[src/inc/ssd_pkg.sv]
// ssd_pkg: constants and types for the signed short divide unit
// assumes: 32-bit integer datapath, one clock domain
package ssd_pkg;
    // ----------------------------------------------------------------
    // widths and values
    // ----------------------------------------------------------------
    localparam int          SSD_W        = 32;
    localparam int          SSD_CNT_W    = 6;
    localparam logic [5:0]  SSD_STEPS    = 6'h20;
    localparam logic [31:0] SSD_MOST_NEG = 32'h8000_0000;
    localparam logic [31:0] SSD_MINUS1   = 32'hffff_ffff;
    localparam logic [31:0] SSD_ZERO     = 32'h0000_0000;
    // condition field bit positions: lt, gt, eq, summary overflow copy
    localparam int          SSD_CF_LT    = 3;
    localparam int          SSD_CF_GT    = 2;
    localparam int          SSD_CF_EQ    = 1;
    localparam int          SSD_CF_SO    = 0;
    localparam logic [3:0]  SSD_CF_RST   = 4'h0;

    // ----------------------------------------------------------------
    // states
    // ----------------------------------------------------------------
    typedef enum logic [1:0] {
        SSD_IDLE = 2'b00,
        SSD_RUN  = 2'b01,
        SSD_FIN  = 2'b10
    } ssd_state_e;
endpackage : ssd_pkg

[src/design/ssd_udiv_step.sv]
// ssd_udiv_step: one restoring step of an unsigned divide
// assumes: caller holds partial remainder and quotient registers
`timescale 1ns/1ps
module ssd_udiv_step #(
    parameter int W = 32
) (
    input  wire logic [W-1:0] rem_i,
    input  wire logic [W-1:0] quo_i,
    input  wire logic [W-1:0] dvs_i,
    output logic      [W-1:0] rem_o,
    output logic      [W-1:0] quo_o
);
    logic [W:0] trial;
    logic [W:0] shifted;

    always_comb begin
        shifted = {rem_i, quo_i[W-1]};
        trial   = shifted - {1'b0, dvs_i};
        if (trial[W]) begin
            rem_o = shifted[W-1:0];
            quo_o = {quo_i[W-2:0], 1'b0};
        end else begin
            rem_o = trial[W-1:0];
            quo_o = {quo_i[W-2:0], 1'b1};
        end
    end
endmodule : ssd_udiv_step

[src/design/ssd_divider.sv]
// ssd_divider: signed 32 by 32 divide short unit, one bit per cycle
// assumes: issue logic pulses start_i with operands, holds no other op until done_o
`timescale 1ns/1ps
module ssd_divider
#(
    parameter int W = ssd_pkg::SSD_W
) (
    input  wire logic              clk_sys_i,
    input  wire logic              rst_i,
    input  wire logic              start_i,
    input  wire logic              cr_update_i,
    input  wire logic              ov_enable_i,
    input  wire logic [W-1:0]      dividend_register_i,
    input  wire logic [W-1:0]      divisor_register_i,
    output logic                   busy_o,
    output logic                   done_o,
    output logic      [W-1:0]      dest_o,
    output logic      [W-1:0]      remainder_reg_o,
    output logic      [3:0]        condition_field_zero_o,
    output logic                   overflow_flag_o,
    output logic                   summary_overflow_o
);
    import ssd_pkg::*;

    // ----------------------------------------------------------------
    // operand capture
    // ----------------------------------------------------------------
    ssd_state_e            state_r;
    logic [W-1:0]          quo_r;
    logic [W-1:0]          rem_r;
    logic [W-1:0]          dvs_r;
    logic                  neg_q_r;
    logic                  neg_r_r;
    logic                  ovf_r;
    logic                  mn1_r;
    logic                  cr_en_r;
    logic                  ov_en_r;
    logic [SSD_CNT_W-1:0]  cnt_r;
    logic [W-1:0]          rem_nxt;
    logic [W-1:0]          quo_nxt;
    logic [W-1:0]          abs_a;
    logic [W-1:0]          abs_b;
    logic [W-1:0]          q_fin;
    logic [W-1:0]          r_fin;
    logic                  ovf_now;
    logic                  mn1_now;
    logic                  take;
    logic                  cf_lt_nxt;
    logic                  cf_gt_nxt;
    logic                  cf_eq_nxt;
    logic                  so_nxt;

    // signed operands, magnitudes for the unsigned core
    assign abs_a   = dividend_register_i[W-1] ? W'(-dividend_register_i) : dividend_register_i;
    assign abs_b   = divisor_register_i[W-1]  ? W'(-divisor_register_i)  : divisor_register_i;
    assign mn1_now = (dividend_register_i == SSD_MOST_NEG) &&
                     (divisor_register_i == SSD_MINUS1);
    assign ovf_now = (divisor_register_i == SSD_ZERO) || mn1_now;
    assign take    = (state_r == SSD_IDLE) && start_i;

    ssd_udiv_step #(
        .W (W)
    ) u_step (
        .rem_i (rem_r),
        .quo_i (quo_r),
        .dvs_i (dvs_r),
        .rem_o (rem_nxt),
        .quo_o (quo_nxt)
    );

    // ----------------------------------------------------------------
    // sequencer
    // ----------------------------------------------------------------
    always_ff @(posedge clk_sys_i or posedge rst_i) begin
        if (rst_i) begin
            state_r <= SSD_IDLE;
        end else begin
            case (state_r)
                SSD_IDLE: begin
                    if (start_i) begin
                        state_r <= SSD_RUN;
                    end
                end
                SSD_RUN: begin
                    if (cnt_r == 6'h01) begin
                        state_r <= SSD_FIN;
                    end
                end
                SSD_FIN: begin
                    state_r <= SSD_IDLE;
                end
                default: begin
                    state_r <= SSD_IDLE;
                end
            endcase
        end
    end

    // step counter: loaded on take, one restoring step per run cycle
    always_ff @(posedge clk_sys_i or posedge rst_i) begin
        if (rst_i) begin
            cnt_r <= '0;
        end else if (take) begin
            cnt_r <= SSD_STEPS;
        end else if (state_r == SSD_RUN) begin
            cnt_r <= cnt_r - 6'h01;
        end
    end

    // ----------------------------------------------------------------
    // datapath
    // ----------------------------------------------------------------
    always_ff @(posedge clk_sys_i or posedge rst_i) begin
        if (rst_i) begin
            quo_r   <= '0;
            rem_r   <= '0;
            dvs_r   <= '0;
            neg_q_r <= 1'b0;
            neg_r_r <= 1'b0;
            ovf_r   <= 1'b0;
            mn1_r   <= 1'b0;
            cr_en_r <= 1'b0;
            ov_en_r <= 1'b0;
        end else if (take) begin
            quo_r   <= abs_a;
            rem_r   <= '0;
            dvs_r   <= abs_b;
            neg_q_r <= dividend_register_i[W-1] ^ divisor_register_i[W-1];
            neg_r_r <= dividend_register_i[W-1];
            ovf_r   <= ovf_now;
            mn1_r   <= mn1_now;
            cr_en_r <= cr_update_i;
            ov_en_r <= ov_enable_i;
        end else if (state_r == SSD_RUN) begin
            quo_r <= quo_nxt;
            rem_r <= rem_nxt;
        end
    end

    // sign fix: negating a zero magnitude stays zero, so zeros are positive
    assign q_fin = neg_q_r ? W'(-quo_r) : quo_r;
    assign r_fin = neg_r_r ? W'(-rem_r) : rem_r;

    // ----------------------------------------------------------------
    // results
    // ----------------------------------------------------------------
    always_ff @(posedge clk_sys_i or posedge rst_i) begin
        if (rst_i) begin
            dest_o          <= '0;
            remainder_reg_o <= '0;
            done_o          <= 1'b0;
            busy_o          <= 1'b0;
        end else begin
            done_o <= (state_r == SSD_FIN);
            busy_o <= (state_r == SSD_IDLE) ? start_i : (state_r != SSD_FIN);
            if (state_r == SSD_FIN) begin
                if (mn1_r) begin
                    dest_o          <= SSD_MOST_NEG;
                    remainder_reg_o <= SSD_ZERO;
                end else begin
                    // zero divisor gives core garbage, left as is
                    dest_o          <= q_fin;
                    remainder_reg_o <= r_fin;
                end
            end
        end
    end

    // ----------------------------------------------------------------
    // condition field
    // ----------------------------------------------------------------
    // most negative over minus one leaves a zero remainder: equal only
    always_comb begin
        cf_lt_nxt = 1'b0;
        cf_gt_nxt = 1'b0;
        cf_eq_nxt = 1'b1;
        if (!mn1_r) begin
            cf_lt_nxt = r_fin[W-1];
            cf_gt_nxt = !r_fin[W-1] && (r_fin != SSD_ZERO);
            cf_eq_nxt = (r_fin == SSD_ZERO);
        end
    end

    // summary overflow after this op, copied into the condition field
    assign so_nxt = summary_overflow_o | (ov_en_r & ovf_r);

    always_ff @(posedge clk_sys_i or posedge rst_i) begin
        if (rst_i) begin
            condition_field_zero_o <= SSD_CF_RST;
        end else if (state_r == SSD_FIN && cr_en_r) begin
            condition_field_zero_o[SSD_CF_LT] <= cf_lt_nxt;
            condition_field_zero_o[SSD_CF_GT] <= cf_gt_nxt;
            condition_field_zero_o[SSD_CF_EQ] <= cf_eq_nxt;
            condition_field_zero_o[SSD_CF_SO] <= so_nxt;
        end
    end

    // ----------------------------------------------------------------
    // overflow flags
    // ----------------------------------------------------------------
    always_ff @(posedge clk_sys_i or posedge rst_i) begin
        if (rst_i) begin
            overflow_flag_o    <= 1'b0;
            summary_overflow_o <= 1'b0;
        end else if (state_r == SSD_FIN && ov_en_r) begin
            overflow_flag_o <= ovf_r;
            if (ovf_r) begin
                summary_overflow_o <= 1'b1;
            end
        end
    end
endmodule : ssd_divider

[config.mk]
export PLATFORM = sky130hd
export DESIGN_NAME = ssd_divider
export DESIGN_NICKNAME = d
export VERILOG_FILES = /design/src/inc/ssd_pkg.sv /design/src/design/ssd_udiv_step.sv /design/src/design/ssd_divider.sv
export SDC_FILE = /design/constraint.sdc
export NUM_CORES = 1
export LEC_CHECK = 0
export BUFFER_PORTS_ARGS = -buffer_cell sky130_fd_sc_hd__buf_2
export CORE_MARGIN = 3
export CORE_UTILIZATION = 50
export CTS_CLUSTER_DIAMETER = 50
export DETAILED_ROUTE_END_ITERATION = 10
export PLACE_DENSITY = 0.7
export SLEW_MARGIN = 25
export SYNTH_ARGS = -nofsm -noshare
export SYNTH_HDL_FRONTEND = slang
export SYNTH_SLANG_ARGS = --single-unit
export TNS_END_PERCENT = 5
[constraint.sdc]
create_clock -name clk_sys_i -period 12.51 [get_ports clk_sys_i]
set_input_delay 1.251 -clock clk_sys_i [delete_from_list [all_inputs] [get_ports clk_sys_i]]
set_output_delay 1.251 -clock clk_sys_i [all_outputs]
set_load 0.03 [all_outputs]
==> key figures <==
GRT
  • Global-route total usage across every layer: 24.1%
  • Vias in the first global route: around 10000
  • Global-route congestion overflow total: 0
  • Wire length of the first global-routing pass: just over 50 mm
  • Initial antenna violation count: 1
  • Pin count of the biggest net entering global routing: a little over 80

CTS
  • Worst-Skew Late Latency: 0.44 ns
  • Number of H-tree levels: 4
  • CTS clk-pin slew, worst paths: around 0.08 ns
  • Post-cts resize count: 0
  • Total CTS buffers: 17
  • Quantity of hold-fixing buffers added after cts: 0
  • Post-CTS setup buffer count: 0
  • Maximum buffer depth of the clock tree: 2
  • Clock root buffer master: sky130_fd_sc_hd__clkbuf_16
  • Clk sinks: 182
  • TritonCTS clock tree: yes

Synth
  • Sequential area share after synthesis: between 30% and 40%
  • Number of distinct standard cells referenced by the synthesized netlist: between 70 and 80
  • Flops & latches, synth: roughly 180
  • Post-Synthesis Net Count: between 1500 and 2000
  • Synthesis Warnings: 0
  • Mapped Area: 12100 um^2
  • Avg Cell Area, Syn: approximately 8.3 um^2
  • Number of enable flip-flop cells after synthesis: 0
  • Share of synthesized flip-flops with an asynchronous set or reset: between 90% and 100%
  • Leading register cell type out of synthesis: sky130_fd_sc_hd__dfrtp_1
  • Number of instances in the synthesized netlist: about 1500

Drt
  • Number of iterations in the first detailed-routing pass: 5
  • Avg WL per Cell: roughly 17 um
  • Number of violations reported at the end of detailed-routing iteration 0: between 1000 and 1500
  • Vias per Instance: 5.82
  • Total wirelength of the detailed-routed design: ~32 mm
  • Count of antenna-violating nets left after detailed routing: 0
  • Detailed-route via count: roughly 11000
  • Residual DRC: 0

Placement
  • Routability congestion estimate: 0.887
  • Placed wire-length estimate after detailed placement: approximately 23 mm
  • Input/output buffers: between 100 and 150
  • Cell count after placement: 1835

Pwr
  • Areal power density over the cells: around 88 nW/um^2
  • Net switching power: between 300 and 400 uW
  • Clock group share of total power: 45.1%
  • Logic gate share of total power: a little under 6%
  • Leakage power summed over all cells: approximately 5.9 nW
  • Part of the total power dissipated in sequential elements: approximately half
  • Highest ir drop seen on vdd: between 0.00007 and 0.00008 V
  • Total design power: around 1.2 mW
  • Internal power component: approximately 900 uW
  • Switching Share: about a quarter

STA
  • Max frequency: roughly 260 MHz
  • Count of final max-slew check failures: 0
  • Total Neg Setup Slack: 0 ns
  • Minimum clock period after layout: approximately 3.8 ns
  • Final setup viols: 0
  • Skew final: between 0.008 and 0.009 ns
  • Max transition margin: 36.4%
  • Worst Tran Pin Value: 0.951 ns
  • Worst hold margin: 0.471 ns
  • Final-report hold violation count: 0
  • Ratio of final minimum period to clock period: between 30% and 40%
  • Setup repair after global routing missed its margin: no

Layout
  • Most frequent cells in the layout: sky130_fd_sc_hd__nand2_1 (242), sky130_fd_sc_hd__o21ai_0 (189), sky130_fd_sc_hd__dfrtp_1 (182), sky130_fd_sc_hd__buf_2 (140), sky130_fd_sc_hd__xor2_1 (97)
  • Area Growth Syn to Fin: 11.9%
  • Final nets: roughly 1600
  • Share of final-layout standard cells stronger than drive strength 1: a little over an eighth
  • Post-route core utilization: between 50% and 60%
  • Non-filler instance count after layout: 1868
  • Leading cell type in the layout, fill and taps excluded: sky130_fd_sc_hd__nand2_1
  • Number of fill cells: roughly 2200

Setup path
  • Element type at the critical path end: flop
  • Arrival time of the worst setup path: between 4 and 5 ns
  • Crit start category: flop
  • Category of the most critical setup path: reg2reg
  • Critical path fanouts, max: 11
  • Worst endpoint required time: between 10 and 15 ns

Floorplan
  • Die Height: approximately 160 um
  • # rows: 56
  • DIE AREA: around 26000 um^2
  • Starting utilization of the core area: between 50 and 60%
  • Number of top-level pins: between 100 and 150
  • Floorplan core area: 23700 um^2
  • Die boundary width: between 150 and 200 um

Job
  • Total of max-cap violations: 0

Outcome
  • Outcome: finished, final reports clean

Worst hold path
  • Class of the worst hold path: reg2reg
## per-layer routing
| metal | share of wire, % | wire length, um | GRT usage, % | up-vias |
|---|---|---|---|---|
| met5 | 0 | 0 | 0 | - |
| met4 | 1.1 | 335 | 4.38 | 0 |
| met3 | 8.0 | 2550 | 4.51 | 28 |
| met2 | 40 | 12800 | 32.9 | 427 |
| met1 | 51 | 16200 | 39.5 | 5078 |
| li1 | - | - | - | 5345 |
## worst paths after layout
check / from / cells after the start / end / slack [ns]
max in group asynchronous: rst_i / 3 / dvs_r[16] / 10.28
min: remainder_reg_o[7] / 2 / remainder_reg_o[7] / 0.47
max reg2reg: rem_r[3] / 10 / rem_r[31] / 8.67
max: rem_r[3] / 10 / rem_r[31] / 8.67
min reg2reg: remainder_reg_o[7] / 2 / remainder_reg_o[7] / 0.47
min in group asynchronous: rst_i / 2 / dest_o[10] / 0.86
## power groups by stage
stage / Sequential (mW) / Combinational, mW / Clock [mW]
after global placement: 0.599 / 0.0691 / 0
after global routing: 0.588 / 0.0789 / 0.574
after floorplan: 0.600 / 0.0383 / 0
final: 0.588 / 0.0705 / 0.542
after detailed placement: 0.599 / 0.0703 / 0
after CTS: 0.588 / 0.0706 / 0.551
## final cells by class
| class | count | area, um^2 | share of cell area, % |
|---|---|---|---|
| well taps | 319 | 399 | 2.94 |
| clock inverters | 14 | 155 | 1.14 |
| multi-input cells | 1119 | 7010 | 51.6 |
| repair buffers | 151 | 783 | 5.77 |
| flip-flops and latches | 182 | 4550 | 33.5 |
| clock buffers | 18 | 439 | 3.23 |
| diodes | 1 | 2.50 | 0.0184 |
| inverters | 64 | 245 | 1.81 |
## state kept, by name, summed over array words and instances (netlist names)
name,count
dest_o,32
dvs_r,32
quo_r,32
rem_r,32
remainder_reg_o,32
cnt_r,6
condition_field_zero_o,4
state_r,2
busy_o,1
cr_en_r,1
done_o,1
mn1_r,1
neg_q_r,1
neg_r_r,1
ov_en_r,1
overflow_flag_o,1
ovf_r,1
summary_overflow_o,1
## cells in the mapped netlist, types with 5 or more instances
| master | number | area share, % |
|---|---|---|
| sky130_fd_sc_hd__a21o_1 | 6 | 0.37 |
| sky130_fd_sc_hd__a21oi_1 | 70 | 2.9 |
| sky130_fd_sc_hd__a22o_1 | 9 | 0.65 |
| sky130_fd_sc_hd__a31oi_1 | 10 | 0.52 |
| sky130_fd_sc_hd__and4_1 | 5 | 0.36 |
| sky130_fd_sc_hd__buf_1 | 6 | 0.19 |
| sky130_fd_sc_hd__clkbuf_1 | 81 | 2.5 |
| sky130_fd_sc_hd__dfrtp_1 | 182 | 38 |
| sky130_fd_sc_hd__ha_1 | 40 | 4.1 |
| sky130_fd_sc_hd__inv_1 | 61 | 1.9 |
| sky130_fd_sc_hd__mux2_2 | 6 | 0.56 |
| sky130_fd_sc_hd__mux2i_1 | 27 | 2.2 |
| sky130_fd_sc_hd__nand2_1 | 244 | 7.5 |
| sky130_fd_sc_hd__nand2b_1 | 19 | 0.98 |
| sky130_fd_sc_hd__nand3_1 | 32 | 1.3 |
| sky130_fd_sc_hd__nand4_1 | 18 | 0.93 |
| sky130_fd_sc_hd__nor2_1 | 53 | 1.6 |
| sky130_fd_sc_hd__nor2b_1 | 11 | 0.57 |
| sky130_fd_sc_hd__nor3_1 | 16 | 0.66 |
| sky130_fd_sc_hd__nor4_1 | 12 | 0.62 |
| sky130_fd_sc_hd__o211ai_1 | 9 | 0.56 |
| sky130_fd_sc_hd__o21a_1 | 8 | 0.49 |
| sky130_fd_sc_hd__o21ai_0 | 189 | 7.8 |
| sky130_fd_sc_hd__o221ai_1 | 13 | 0.94 |
| sky130_fd_sc_hd__o22ai_1 | 19 | 0.98 |
| sky130_fd_sc_hd__o31ai_1 | 44 | 2.7 |
| sky130_fd_sc_hd__o41ai_1 | 15 | 1.1 |
| sky130_fd_sc_hd__or2_2 | 5 | 0.26 |
| sky130_fd_sc_hd__or3_1 | 10 | 0.52 |
| sky130_fd_sc_hd__or4_1 | 18 | 1.1 |
| sky130_fd_sc_hd__xnor2_1 | 51 | 3.7 |
| sky130_fd_sc_hd__xor2_1 | 97 | 7.0 |
## worst max-delay path, stage by stage (launching register included)
cell and delay [ns]:
sky130_fd_sc_hd__dfrtp_1 0.52, sky130_fd_sc_hd__ha_1 0.42, sky130_fd_sc_hd__o211ai_1 0.10, sky130_fd_sc_hd__a21oi_1 0.22, sky130_fd_sc_hd__o21ai_0 0.26, sky130_fd_sc_hd__o311a_1 0.42
sky130_fd_sc_hd__a211o_1 0.35, sky130_fd_sc_hd__o21ai_0 0.57, sky130_fd_sc_hd__a41oi_1 0.19, sky130_fd_sc_hd__o41ai_1 0.48, sky130_fd_sc_hd__o221ai_1 0.16
## cell families after synthesis
logic type | share of synthesized area (%)
simple gates | 18.0
compound gates | 21.8
flops | 37.5
buf+inv | 4.89
xor+xnor | 10.7
fa+ha+maj | 4.29
mux | 2.78
## stage by stage
stage | instance area (um^2) | setup WS (ns)
after floorplan | 12100 | 6.32
after global placement | 13000 | 8.31
after detailed placement | 13000 | 8.27
after CTS | 13600 | 8.72
after global routing | 13600 | 8.34
final | 13600 | 8.67
Power figures use the tool's default switching activity.
